## config.mk

```make
export PLATFORM = sky130hd
export DESIGN_NAME = dmac_chan
export DESIGN_NICKNAME = d
export VERILOG_FILES = /design/src/dmac_pkg.sv /design/src/dmac_chan.sv /design/src/dmac_buf_ctx.sv /design/src/dmac_burst_ctr.sv
export SDC_FILE = /design/constraint.sdc
export NUM_CORES = 1
export LEC_CHECK = 0
export BUFFER_PORTS_ARGS = -buffer_cell sky130_fd_sc_hd__buf_2
export CAP_MARGIN = 20
export CORE_MARGIN = 3
export CORE_UTILIZATION = 50
export CTS_CLUSTER_SIZE = 28
export DETAILED_ROUTE_END_ITERATION = 10
export PLACE_DENSITY = 0.7
export REMOVE_ABC_BUFFERS = 1
export SLEW_MARGIN = 10
export SYNTH_ARGS = -nofsm -noshare
export SYNTH_HDL_FRONTEND = slang
export SYNTH_HIERARCHICAL = 1
export SYNTH_SLANG_ARGS = --single-unit
```

## constraint.sdc

```tcl
create_clock -name clk -period 4.1 [get_ports clk]
set_input_delay 1.025 -clock clk [delete_from_list [all_inputs] [get_ports clk]]
set_output_delay 1.025 -clock clk [all_outputs]
set_load 0.02 [all_outputs]
```

## src/dmac_pkg.sv

```systemverilog
// constants, field layout and carrier types for the dma channel control block
// What this block does
// - Channel starts no burst unless the run bit, bit 0, is set.
// - Clearing run pauses; setting it again resumes from current pointer and buffer.
// - Run cleared mid-burst lets that burst finish before the pause.
// - Device address register takes writes only while run is zero.
// - Interrupt rises when enable bit 1 is set and any done or error is set.
// - Interrupt falls when enable is cleared or once both done bits and error are all clear.
// - Error bit 2 sets on reserved memory access, never on missing external memory.
// - Setting the run bit clears the error bit.
// - Buffer A done bit 3 sets on completion; cleared by write one or start.
// - Buffer B done bit 5 sets on completion; cleared by write one or start.
// - Buffer A start bit 4 launches buffer A only while run is set.
// - Buffer B start bit 6 launches buffer B only while run is set.
// - Hardware clears a buffer's start bit when it sets that buffer's done bit.
// - Buffer-in-use bit 7: zero means A, one means B; toggles on done.
// - Buffer-in-use clears on every reset source and nothing else.
// - With both start bits set, buffer-in-use picks the first buffer served.
// - Control/status bits 8 and above read zero and ignore writes.
// - Buffer address and count registers are writable only while their start bit is zero.
// - Each buffer count is a 13-bit byte count decremented as data moves.
package dmac_pkg;

  // register byte offsets on the avalon slave
  localparam int unsigned AVS_ADDR_W = 5;
  localparam logic [AVS_ADDR_W-1:0] OFS_DEV_ADDR = 5'h00;
  localparam logic [AVS_ADDR_W-1:0] OFS_CSR_SET = 5'h04;
  localparam logic [AVS_ADDR_W-1:0] OFS_CSR_CLR = 5'h08;
  localparam logic [AVS_ADDR_W-1:0] OFS_CSR_RO = 5'h0c;
  localparam logic [AVS_ADDR_W-1:0] OFS_A_ADDR = 5'h10;
  localparam logic [AVS_ADDR_W-1:0] OFS_A_CNT = 5'h14;
  localparam logic [AVS_ADDR_W-1:0] OFS_B_ADDR = 5'h18;
  localparam logic [AVS_ADDR_W-1:0] OFS_B_CNT = 5'h1c;

  // control/status bit positions
  localparam int unsigned CSR_W = 8;
  localparam int unsigned CSR_RUN = 0;
  localparam int unsigned CSR_IE = 1;
  localparam int unsigned CSR_ERR = 2;
  localparam int unsigned CSR_DONE_A = 3;
  localparam int unsigned CSR_START_A = 4;
  localparam int unsigned CSR_DONE_B = 5;
  localparam int unsigned CSR_START_B = 6;
  localparam int unsigned CSR_BIU = 7;

  // device address register fields
  localparam int unsigned DEV_RW = 0;
  localparam int unsigned DEV_E = 1;
  localparam int unsigned DEV_BS = 2;
  localparam int unsigned DEV_DW = 3;

  // widths, burst lengths and reset values
  localparam int unsigned DATA_W = 32;
  localparam int unsigned CNT_W = 13;
  localparam int unsigned BEAT_W = 4;
  localparam logic [BEAT_W-1:0] BEATS_SHORT = 4'h4;
  localparam logic [BEAT_W-1:0] BEATS_LONG = 4'h8;
  localparam logic [BEAT_W-1:0] BEAT_LAST = 4'h1;
  localparam logic [CNT_W-1:0] STEP_BYTE = 13'h0001;
  localparam logic [CNT_W-1:0] STEP_HALF = 13'h0002;
  localparam logic [CNT_W-1:0] CNT_RST = 13'h0000;
  localparam logic [DATA_W-1:0] WORD_RST = 32'h0000_0000;
  localparam logic [DATA_W-1:0] RSV_BASE_DEF = 32'he000_0000;
  localparam logic [DATA_W-1:0] RSV_MASK_DEF = 32'hf000_0000;

  // one memory beat handed to the memory side
  typedef struct packed {
    logic [DATA_W-1:0] addr;
    logic [DATA_W-1:0] dev_addr;
    logic to_mem;
    logic half;
    logic big_end;
  } dmac_beat_s;

  typedef enum logic [1:0] {ST_IDLE, ST_LOAD, ST_BEAT} dmac_state_e;

endpackage

```

## src/dmac_chan.sv

```systemverilog
// dma channel control/status, ping-pong buffers and burst sequencing
//
// The placing of the registers and register access over Avalon-MM are this design's own decisions.
`timescale 1ns/100ps
module dmac_chan #(
  parameter logic [dmac_pkg::DATA_W-1:0] RSV_BASE = dmac_pkg::RSV_BASE_DEF,
  parameter logic [dmac_pkg::DATA_W-1:0] RSV_MASK = dmac_pkg::RSV_MASK_DEF
) (
  // clock and resets
  input wire logic clk,
  input wire logic sys_rst,
  input wire logic chan_rst,
  // avalon-mm slave
  input wire logic [dmac_pkg::AVS_ADDR_W-1:0] avs_address,
  input wire logic avs_read,
  input wire logic avs_write,
  input wire logic [dmac_pkg::DATA_W-1:0] avs_writedata,
  input wire logic [3:0] avs_byteenable,
  output logic [dmac_pkg::DATA_W-1:0] avs_readdata,
  output logic avs_waitrequest,
  // peripheral request
  input wire logic dev_req,
  // memory beat handshake
  output dmac_pkg::dmac_beat_s mem_beat,
  output logic mem_valid,
  input wire logic mem_ready,
  // channel interrupt
  output logic irq
);
  import dmac_pkg::*;

  // ---- reset and bus handshake ----
  logic rst_all;
  logic ack_r;
  logic ack_nxt;
  logic bus_req;
  logic wr_go;
  logic rd_load;
  logic [DATA_W-1:0] rdata_r;
  logic [DATA_W-1:0] rdata_nxt;

  // any reset source clears the whole channel
  assign rst_all = sys_rst | chan_rst;

  // one wait state: ack rises the cycle after the request, then drops
  assign bus_req = avs_read | avs_write;
  assign ack_nxt = bus_req & ~ack_r;
  assign avs_waitrequest = bus_req & ~ack_r;
  assign wr_go = avs_write & ack_r;
  assign rd_load = avs_read & ~ack_r;
  assign avs_readdata = rdata_r;

  // ---- address decode ----
  logic hit_dev;
  logic hit_set;
  logic hit_clr;
  logic hit_ro;
  logic hit_a_addr;
  logic hit_a_cnt;
  logic hit_b_addr;
  logic hit_b_cnt;

  assign hit_dev = (avs_address == OFS_DEV_ADDR);
  assign hit_set = (avs_address == OFS_CSR_SET);
  assign hit_clr = (avs_address == OFS_CSR_CLR);
  assign hit_ro = (avs_address == OFS_CSR_RO);
  assign hit_a_addr = (avs_address == OFS_A_ADDR);
  assign hit_a_cnt = (avs_address == OFS_A_CNT);
  assign hit_b_addr = (avs_address == OFS_B_ADDR);
  assign hit_b_cnt = (avs_address == OFS_B_CNT);

  // ---- byte lane merge ----
  logic [DATA_W-1:0] be_mask;
  logic [CSR_W-1:0] wd8;
  logic set_wr;
  logic clr_wr;

  assign be_mask = {{8{avs_byteenable[3]}}, {8{avs_byteenable[2]}},
                    {8{avs_byteenable[1]}}, {8{avs_byteenable[0]}}};
  assign wd8 = avs_writedata[CSR_W-1:0];
  // csr bits live in lane 0 only, upper lanes are ignored
  assign set_wr = wr_go & hit_set & avs_byteenable[0];
  assign clr_wr = wr_go & hit_clr & avs_byteenable[0];

  // ---- control/status flags ----
  logic run_r;
  logic ie_r;
  logic err_r;
  logic done_a_r;
  logic start_a_r;
  logic done_b_r;
  logic start_b_r;
  logic biu_r;
  logic run_nxt;
  logic ie_nxt;
  logic err_nxt;
  logic done_a_nxt;
  logic start_a_nxt;
  logic done_b_nxt;
  logic start_b_nxt;
  logic biu_nxt;
  logic run_set;
  logic run_on;
  logic start_a_set;
  logic start_b_set;
  logic done_a_hw;
  logic done_b_hw;
  logic err_hw;
  logic [CSR_W-1:0] csr_view;

  assign run_set = set_wr & wd8[CSR_RUN];
  // start bits only launch while run is (or becomes) set
  assign run_on = run_r | run_set;
  assign start_a_set = set_wr & wd8[CSR_START_A] & run_on;
  assign start_b_set = set_wr & wd8[CSR_START_B] & run_on;

  // run and interrupt enable follow set and clear writes
  assign run_nxt = run_set ? 1'b1 : (clr_wr & wd8[CSR_RUN]) ? 1'b0 : run_r;
  assign ie_nxt = (set_wr & wd8[CSR_IE]) ? 1'b1 : (clr_wr & wd8[CSR_IE]) ? 1'b0 : ie_r;

  // error: hardware set wins over the clear by run
  assign err_nxt = err_hw ? 1'b1 : run_set ? 1'b0 : err_r;

  // done flags: completion wins; write one or a new start clears
  assign done_a_nxt = done_a_hw ? 1'b1 :
                      (start_a_set | (clr_wr & wd8[CSR_DONE_A])) ? 1'b0 : done_a_r;
  assign done_b_nxt = done_b_hw ? 1'b1 :
                      (start_b_set | (clr_wr & wd8[CSR_DONE_B])) ? 1'b0 : done_b_r;

  // start flags drop the moment their done flag rises
  assign start_a_nxt = done_a_hw ? 1'b0 : start_a_set ? 1'b1 :
                       (clr_wr & wd8[CSR_START_A]) ? 1'b0 : start_a_r;
  assign start_b_nxt = done_b_hw ? 1'b0 : start_b_set ? 1'b1 :
                       (clr_wr & wd8[CSR_START_B]) ? 1'b0 : start_b_r;

  // buffer in use flips on every completion, only reset clears it
  assign biu_nxt = (done_a_hw | done_b_hw) ? ~biu_r : biu_r;

  // interrupt is the or of the done and error bits, gated by enable
  assign irq = ie_r & (done_a_r | done_b_r | err_r);

  assign csr_view = {biu_r, start_b_r, done_b_r, start_a_r, done_a_r, err_r, ie_r, run_r};

  // flag registers
  always_ff @(posedge clk) begin
    if (rst_all) begin
      run_r <= 1'b0;
      ie_r <= 1'b0;
      err_r <= 1'b0;
      done_a_r <= 1'b0;
      start_a_r <= 1'b0;
      done_b_r <= 1'b0;
      start_b_r <= 1'b0;
      biu_r <= 1'b0;
    end else begin
      run_r <= run_nxt;
      ie_r <= ie_nxt;
      err_r <= err_nxt;
      done_a_r <= done_a_nxt;
      start_a_r <= start_a_nxt;
      done_b_r <= done_b_nxt;
      start_b_r <= start_b_nxt;
      biu_r <= biu_nxt;
    end
  end

  // ---- device address register ----
  logic [DATA_W-1:0] dev_addr_r;
  logic [DATA_W-1:0] dev_addr_nxt;
  logic dev_we;

  // locked while the channel runs
  assign dev_we = wr_go & hit_dev & ~run_r;
  assign dev_addr_nxt = dev_we ? ((dev_addr_r & ~be_mask) | (avs_writedata & be_mask))
                               : dev_addr_r;

  always_ff @(posedge clk) begin
    if (rst_all) begin
      dev_addr_r <= WORD_RST;
    end else begin
      dev_addr_r <= dev_addr_nxt;
    end
  end

  // ---- buffer contexts ----
  logic [DATA_W-1:0] a_addr;
  logic [DATA_W-1:0] b_addr;
  logic [CNT_W-1:0] a_cnt;
  logic [CNT_W-1:0] b_cnt;
  logic a_last;
  logic b_last;
  logic [DATA_W-1:0] a_addr_wd;
  logic [DATA_W-1:0] b_addr_wd;
  logic [DATA_W-1:0] a_cnt_wd;
  logic [DATA_W-1:0] b_cnt_wd;
  logic [CNT_W-1:0] step_bytes;
  logic step;
  logic step_a;
  logic step_b;

  // byte-enable merge against the current value
  assign a_addr_wd = (a_addr & ~be_mask) | (avs_writedata & be_mask);
  assign b_addr_wd = (b_addr & ~be_mask) | (avs_writedata & be_mask);
  assign a_cnt_wd = ({{(DATA_W-CNT_W){1'b0}}, a_cnt} & ~be_mask) | (avs_writedata & be_mask);
  assign b_cnt_wd = ({{(DATA_W-CNT_W){1'b0}}, b_cnt} & ~be_mask) | (avs_writedata & be_mask);

  // byte or half-word datum per beat
  assign step_bytes = dev_addr_r[DEV_DW] ? STEP_HALF : STEP_BYTE;
  assign step = mem_valid & mem_ready;
  assign step_a = step & ~biu_r;
  assign step_b = step & biu_r;

  dmac_buf_ctx u_buf_a (
    .clk(clk),
    .sys_rst(rst_all),
    .wr_addr(wr_go & hit_a_addr),
    .wr_cnt(wr_go & hit_a_cnt),
    .wr_data(hit_a_addr ? a_addr_wd : a_cnt_wd),
    .start(start_a_r),
    .step(step_a),
    .step_bytes(step_bytes),
    .addr_r(a_addr),
    .cnt_r(a_cnt),
    .last(a_last)
  );

  dmac_buf_ctx u_buf_b (
    .clk(clk),
    .sys_rst(rst_all),
    .wr_addr(wr_go & hit_b_addr),
    .wr_cnt(wr_go & hit_b_cnt),
    .wr_data(hit_b_addr ? b_addr_wd : b_cnt_wd),
    .start(start_b_r),
    .step(step_b),
    .step_bytes(step_bytes),
    .addr_r(b_addr),
    .cnt_r(b_cnt),
    .last(b_last)
  );

  // ---- burst sequencing ----
  dmac_state_e state_r;
  dmac_state_e state_nxt;
  logic act_start;
  logic [DATA_W-1:0] act_addr;
  logic act_last;
  logic addr_bad;
  logic burst_load;
  logic burst_last;
  logic [BEAT_W-1:0] burst_beats;
  logic go;
  dmac_beat_s beat_r;
  dmac_beat_s beat_nxt;

  // buffer in use picks the active buffer, also when both are started
  assign act_start = biu_r ? start_b_r : start_a_r;
  assign act_addr = biu_r ? b_addr : a_addr;
  assign act_last = biu_r ? b_last : a_last;

  // reserved space check; external memory holes are not flagged
  assign addr_bad = ((act_addr & RSV_MASK) == RSV_BASE);
  assign burst_beats = dev_addr_r[DEV_BS] ? BEATS_LONG : BEATS_SHORT;

  // new bursts start only while running, error free, and requested
  assign go = run_r & ~err_r & act_start & dev_req;
  assign burst_load = (state_r == ST_IDLE) & go;

  dmac_burst_ctr u_burst (
    .clk(clk),
    .sys_rst(rst_all),
    .load(burst_load),
    .beats(burst_beats),
    .step(step),
    .left_r(),
    .last(burst_last)
  );

  // next state; run is not looked at once a burst is under way
  always_comb begin
    state_nxt = state_r;
    err_hw = 1'b0;
    done_a_hw = 1'b0;
    done_b_hw = 1'b0;
    case (state_r)
      ST_IDLE: begin
        if (go) begin
          state_nxt = ST_LOAD;
        end
      end
      ST_LOAD: begin
        if (addr_bad) begin
          err_hw = 1'b1;
          state_nxt = ST_IDLE;
        end else begin
          state_nxt = ST_BEAT;
        end
      end
      ST_BEAT: begin
        if (step) begin
          if (act_last) begin
            done_a_hw = ~biu_r;
            done_b_hw = biu_r;
            state_nxt = ST_IDLE;
          end else if (burst_last) begin
            state_nxt = ST_IDLE;
          end else begin
            state_nxt = ST_LOAD;
          end
        end
      end
      default: begin
        state_nxt = ST_IDLE;
      end
    endcase
  end

  // beat fields captured before they are offered
  assign beat_nxt = (state_r == ST_LOAD) ?
                    dmac_beat_s'{addr: act_addr, dev_addr: dev_addr_r, to_mem: dev_addr_r[DEV_RW],
                      half: dev_addr_r[DEV_DW], big_end: dev_addr_r[DEV_E]} : beat_r;
  assign mem_valid = (state_r == ST_BEAT);
  assign mem_beat = beat_r;

  // sequencer registers
  always_ff @(posedge clk) begin
    if (rst_all) begin
      state_r <= ST_IDLE;
      beat_r <= '0;
    end else begin
      state_r <= state_nxt;
      beat_r <= beat_nxt;
    end
  end

  // ---- read data ----
  logic [DATA_W-1:0] csr_word;
  assign csr_word = {{(DATA_W-CSR_W){1'b0}}, csr_view};

  // unmapped offsets read zero
  assign rdata_nxt = !rd_load ? rdata_r :
                     hit_dev ? dev_addr_r :
                     (hit_set | hit_clr | hit_ro) ? csr_word :
                     hit_a_addr ? a_addr :
                     hit_a_cnt ? {{(DATA_W-CNT_W){1'b0}}, a_cnt} :
                     hit_b_addr ? b_addr :
                     hit_b_cnt ? {{(DATA_W-CNT_W){1'b0}}, b_cnt} : WORD_RST;

  // bus registers
  always_ff @(posedge clk) begin
    if (rst_all) begin
      ack_r <= 1'b0;
      rdata_r <= WORD_RST;
    end else begin
      ack_r <= ack_nxt;
      rdata_r <= rdata_nxt;
    end
  end

endmodule

```

## src/dmac_buf_ctx.sv

```systemverilog
// one buffer's memory pointer and byte count
`timescale 1ns/100ps
module dmac_buf_ctx (
  // clock and reset
  input wire logic clk,
  input wire logic sys_rst,
  // register writes, already merged with byte enables
  input wire logic wr_addr,
  input wire logic wr_cnt,
  input wire logic [dmac_pkg::DATA_W-1:0] wr_data,
  input wire logic start,
  // beat progress
  input wire logic step,
  input wire logic [dmac_pkg::CNT_W-1:0] step_bytes,
  // pointer state
  output logic [dmac_pkg::DATA_W-1:0] addr_r,
  output logic [dmac_pkg::CNT_W-1:0] cnt_r,
  output logic last
);
  import dmac_pkg::*;

  logic [DATA_W-1:0] addr_nxt;
  logic [CNT_W-1:0] cnt_nxt;
  logic addr_we;
  logic cnt_we;

  // writes only while the buffer is not started
  assign addr_we = wr_addr & ~start;
  assign cnt_we = wr_cnt & ~start;
  assign last = (cnt_r <= step_bytes);

  // pointer advances and count drains per beat
  assign addr_nxt = addr_we ? wr_data :
                    step ? addr_r + DATA_W'(step_bytes) : addr_r;
  assign cnt_nxt = cnt_we ? wr_data[CNT_W-1:0] :
                   step ? (last ? CNT_RST : cnt_r - step_bytes) : cnt_r;

  // state registers
  always_ff @(posedge clk) begin
    if (sys_rst) begin
      addr_r <= WORD_RST;
      cnt_r <= CNT_RST;
    end else begin
      addr_r <= addr_nxt;
      cnt_r <= cnt_nxt;
    end
  end

endmodule

```

## src/dmac_burst_ctr.sv

```systemverilog
// beats left in the current burst
`timescale 1ns/100ps
module dmac_burst_ctr (
  // clock and reset
  input wire logic clk,
  input wire logic sys_rst,
  // control
  input wire logic load,
  input wire logic [dmac_pkg::BEAT_W-1:0] beats,
  input wire logic step,
  // status
  output logic [dmac_pkg::BEAT_W-1:0] left_r,
  output logic last
);
  import dmac_pkg::*;

  logic [BEAT_W-1:0] left_nxt;

  // load on burst start, count down per beat
  assign last = (left_r == BEAT_LAST);
  assign left_nxt = load ? beats : (step & ~last) ? left_r - BEAT_LAST : left_r;

  // counter register
  always_ff @(posedge clk) begin
    if (sys_rst) begin
      left_r <= '0;
    end else begin
      left_r <= left_nxt;
    end
  end

endmodule

```

### Word-level counts from Yosys, hierarchy flattened

Cells that the tools add are included.

| operators by class | value |
|---|---|
| add/subtract/negate cells | 5 |
| order comparisons | 2 |
| equal/unequal tests | 13 |
| multiplexer cells | 53 |
| bitwise operators | 67 |
| reduce and logical (&&, ||, !) cells | 17 |

Operators with widths:

| kind | count |
|---|---|
| 32-bit 2-to-1 mux | 12 |
| 32-bit OR | 5 |
| 32-bit AND | 4 |
| 13-bit 2-to-1 mux | 7 |
| 32-bit by 2-bit adder with 32-bit output | 2 |
| 13-bit by 32-bit AND with 32-bit output | 2 |
| 1-bit AND | 38 |
| 32-bit inverter | 1 |
| 13-bit by 2-bit <= comparator with 1-bit output | 2 |
| 1-bit 2-to-1 mux | 26 |
| 13-bit by 2-bit subtractor with 13-bit output | 2 |
| 2-bit nonzero test | 12 |
| 5-bit equality test, second input constant | 4 |
| 4-bit 2-to-1 mux | 3 |
| 5-bit by 4-bit equality test with 1-bit output, second input constant | 2 |
| 1-bit OR | 10 |
| 2-bit 2-to-1 mux | 4 |
| 1-bit inverter | 7 |
| 2-bit case mux with 3 select lines | 1 |
| 5-bit by 3-bit equality test with 1-bit output, second input constant | 1 |
| 5-bit zero test | 1 |
| 4-bit by 1-bit equality test with 1-bit output, second input constant | 1 |
| 4-bit equality test, second input constant | 1 |
| 2-bit OR reduction | 2 |
| other kinds (7) | 7 |

| word-level totals | value |
|---|---|
| register bits after elaboration | 236 |
| output and inout port bits | 102 |
| word-level logic and storage cells | 179 |

### Depth between registers and ports, before layout

| logic depth | value |
|---|---|
| depth after elaboration | 9 |
| gate-level depth with buffers | 13 |
| mapped depth without buffers | 11 |

### Modules after synthesis

The synthesis kept the hierarchy.

By module, submodules not included:

| module | instances | cells an instance | area each (um2) | sequential area each (um2) |
|---|---|---|---|---|
| dmac_chan | 1 | 873 | 6,961.7 | 2,782.7 |
| dmac_buf_ctx | 2 | 433 | 3,462.1 | 900.9 |
| dmac_burst_ctr | 1 | 31 | 275.3 | 80.1 |

### Worst setup path before layout

Ideal clock, no wire load.

| path | value |
|---|---|
| path kind | input-to-reg |
| start point | input port mem_ready |
| end point | register u_buf_b/addr_r[20] (netlist bit) |
| setup time | 91 ps |
| arrival | 2,993 ps |
| slack | 1,016 ps |
| stages | 11 |
| buffers on the path | 3 |
| cells stage by stage | nand2_1 -> inv_1 -> and2_1 -> buf_4 -> nand3_2 -> or2_1 -> buf_2 -> or3_1 -> buf_6 -> or3_1 -> a311oi_1 |

| on the way | value |
|---|---|
| cells in the longest elaborated chain, start to end | 3 |

Ends and longest elaborated chain:

| what | RTL line | text |
|---|---|---|
| from (decl) | dmac_chan.sv:26 | `input wire logic mem_ready,` |
| 1-bit AND | dmac_chan.sv:209 | `assign step = mem_valid & mem_ready;` |
| named net step | dmac_chan.sv:197 | `logic step;` |
| 1-bit AND | dmac_chan.sv:211 | `assign step_b = step & biu_r;` |
| named net step_b | dmac_chan.sv:199 | `logic step_b;` |
| 2-bit nonzero test (no line) | - |  |
| to (signal assigned) | dmac_buf_ctx.sv:44 | `addr_r <= addr_nxt;` |
| to (decl) | dmac_buf_ctx.sv:16 | `output logic [dmac_pkg::DATA_W-1:0] addr_r,` |

The timed path passes the listed nets, and every way through them passes these cells.
A chain may end at the register's enable or synchronous reset.

==> results.txt <==
status: complete, no violations
P per Cell Area: 322.4 nW/um^2
Clock Skews: 19.67 ps
I/O Pins: 150
Iter 0 DRT Violations: 1,308
filler cell count: 2,494
Post-CTS Setup Bufs: 0
DR vias: 13,790
clock sink count: 233
GR Util met2: 0.4425
Clk pin slew, worst setup/hold paths: 60 ps
routed wire length: 42.58 mm
initial antenna violation count: 0
RSZ-0062 raised after global routing: false
critical path launch point type: flop
smallest hold slack: 449.3 ps
async set-reset flop share out of synthesis: 0
EDFF count, synth: 0
fin crit share: 0.8233
Crit. End Element: flop
critical path type: flop to flop
Max Transition Viols Final: 0
sequential share of the synthesized area: 0.3294
die area: 30,380 um^2
Max Freq: 296.3 MHz
layout cells sized above 1: 0.1503
reg2reg path depth: 11
GR peak layer: met2
Static Leak: 5.941 nW
Arrival @ worst endpoint: 3830 ps
relative slew slack: 0.4069
IO Port Bufs: 149
Synth Warn #: 6
post-synthesis cell area: 14,160 um^2
Die Y: 174.3 um
Vias per Instance: 6.042
minimum clock period: 3375 ps
detailed placer's ending HPWL: 29.92 mm
pre-CTS WS: 585.8 ps
Max-cap violations: 0
area growth from synthesis to layout: 14.53%
placed cell area: 15,270 um^2
Register Area: 4666 um^2
Max Root-Sink Buffers: 3
std cell rows: 60
Hold Path Depth: 2
Req. time, crit path: 4550 ps
Routed Antenna Nets: 0
DRC: 0
CTS tree: done
CTS Hold Bufs: 0
CTS root buf: clkbuf_16
Die W: 174.3 um
worst vdd ir: 0.0002783 V
final setup fails: 0
Multi-input gate area: 8892 um^2
Design Area, Final: 16,220 um^2
final worst slack: 724.7 ps
First-pass DRT Iterations: 6
Initial Util: 0.5168
post-synth top area share: 0.3294
wire per inst: 18.66 um
met1 Track Usage GR: 0.3642
Final nets: 1,998
CTS Buf Count: 27
largest net degree at the start of global routing: 102
GR Layer Usage met3: 0.03582
register bit total from synthesis: 233
CP max FO: 11
post_cts resized: 0
H-tree depth reported by CTS: 1
worst-margin pin slew: 881.5 ps
Hold Violations, Final: 0
first-pass GRT wire length: 68.04 mm
Total Routing Usage GR: 0.2677
RD Place Congestion: 0.9416
clk_lat worst skew: 540 ps
worst hold path type: flop to flop
vias in the first global route: 12,830
core outline area: 27,400 um^2
Synth cell types: 70
diode count: 0
syn avg cell area: 8.001 um^2
leading area contributor after synthesis: dfxtp_1
Synth area leaders: dfxtp_1 33%, nand2_1 6.2%, nor2_1 5.0%
grt ovf: 0
Synth Flop Type: dfxtp_1
Cells after Synth: 1,770
[final cells by class]
cell class	instances	share of cell area
Multi-Input combinational cell	1384	0.5483
Sequential cell	233	0.2877
Timing Repair Buffer	181	0.06156
Clock buffer	37	0.04891
Tap cell	372	0.02870
Inverter	65	0.01535
Clock inverter	10	0.009489
[report_power, final]
part | switching, mW | internal (mW) | leakage (nW)
sequential | 0.00830 | 2.28 | 1.88
clock | 0.981 | 1.59 | 0.473
combinational | 0.251 | 0.120 | 3.59
total | 1.24 | 3.99 | 5.94
[path summary, 6_finish.rpt]
path,startpoint,to,slack [ps]
worst min-delay path,mem_beat[11],mem_beat[11],450
worst min register to register,mem_beat[11],mem_beat[11],450
worst max-delay path,flop,u_buf_b/addr_r[26],720
worst max register to register,flop,u_buf_b/addr_r[26],720
[worst max-delay path, cell delays in order (launching register included)]
cell and delay (ps):
dfxtp_1 340, inv_1 140, ha_1 270, fa_1 430, a21o_1 210, a221oi_1 570, nand2_1 270, a31oi_1 260
buf_4 250, and4bb_1 210, xnor2_1 130, a211oi_2 220
[cell usage in the layout, fill, tap and decap left out, types with 54 or more instances in the layout]
master    Yosys  layout
nand2_1     235     235
dfxtp_1     233     232
nor2_1      190     188
buf_2        25     149
o21ai_0      96      96
a211oi_1     90      90
a21oi_1      89      89
inv_1        65      64
a31oi_1      63      63
nand3_1      61      61
mux2i_1      60      60
ha_1         54      54
[logic make-up (layout without fill, tap and decap cells)]
logic type,count (synthesis),count (layout),share of synthesized area
AOI/OAI and AO/OA,504,504,0.2403
muxes,80,80,0.06865
DFF,233,233,0.3294
xor gates and xnor gates,68,68,0.04206
buffers and inverters,198,293,0.05752
and+or+nand+nor,628,628,0.2084
adders and majority gates,58,58,0.05337
other,1,46,0.0002648
[Yosys cell counts (4+ instances only)]
cell and instances:
nand2_1 235, dfxtp_1 233, nor2_1 190, o21ai_0 96, a211oi_1 90, a21oi_1 89
clkbuf_1 88, inv_1 65, a31oi_1 63, nand3_1 61, mux2i_1 60, ha_1 54
xnor2_1 50, a22o_1 38, a221oi_1 30, nor3b_1 28, buf_2 25, a22oi_1 24
xor2_1 18, a21o_1 13, mux4_2 13, nor2b_1 13, or3_1 13, nor3_1 12
nor4_1 11, and3_1 10, buf_1 10, a311oi_1 9, nand2b_1 9, nand4_1 8
mux2_2 7, o21a_1 7, o21ai_1 7, o31a_1 7, buf_4 6, nor4_2 6
and2_1 5, or2_2 5, fa_1 4, nor3_2 4, o311ai_0 4
[routing by layer]
layer  part of all wire  vias to the layer above
li1                   -                     6608
met2               0.47                      557
met3              0.071                       83
met5                  0                        -
met4              0.028                        0
met1               0.43                     6540
[through the flow]
step                total power, mW  setup TNS, ps    util  std cells
floorplan                     2.553        -634800       -       1682
global placement              2.691              0  0.5570       2235
detailed placement            2.696              0  0.5573       2235
CTS                           5.244              0  0.5919       2282
global route                  5.395              0  0.5919       2282
finish                        5.229              0  0.5919       2282
No activity file was read; power rests on OpenSTA's default activity.
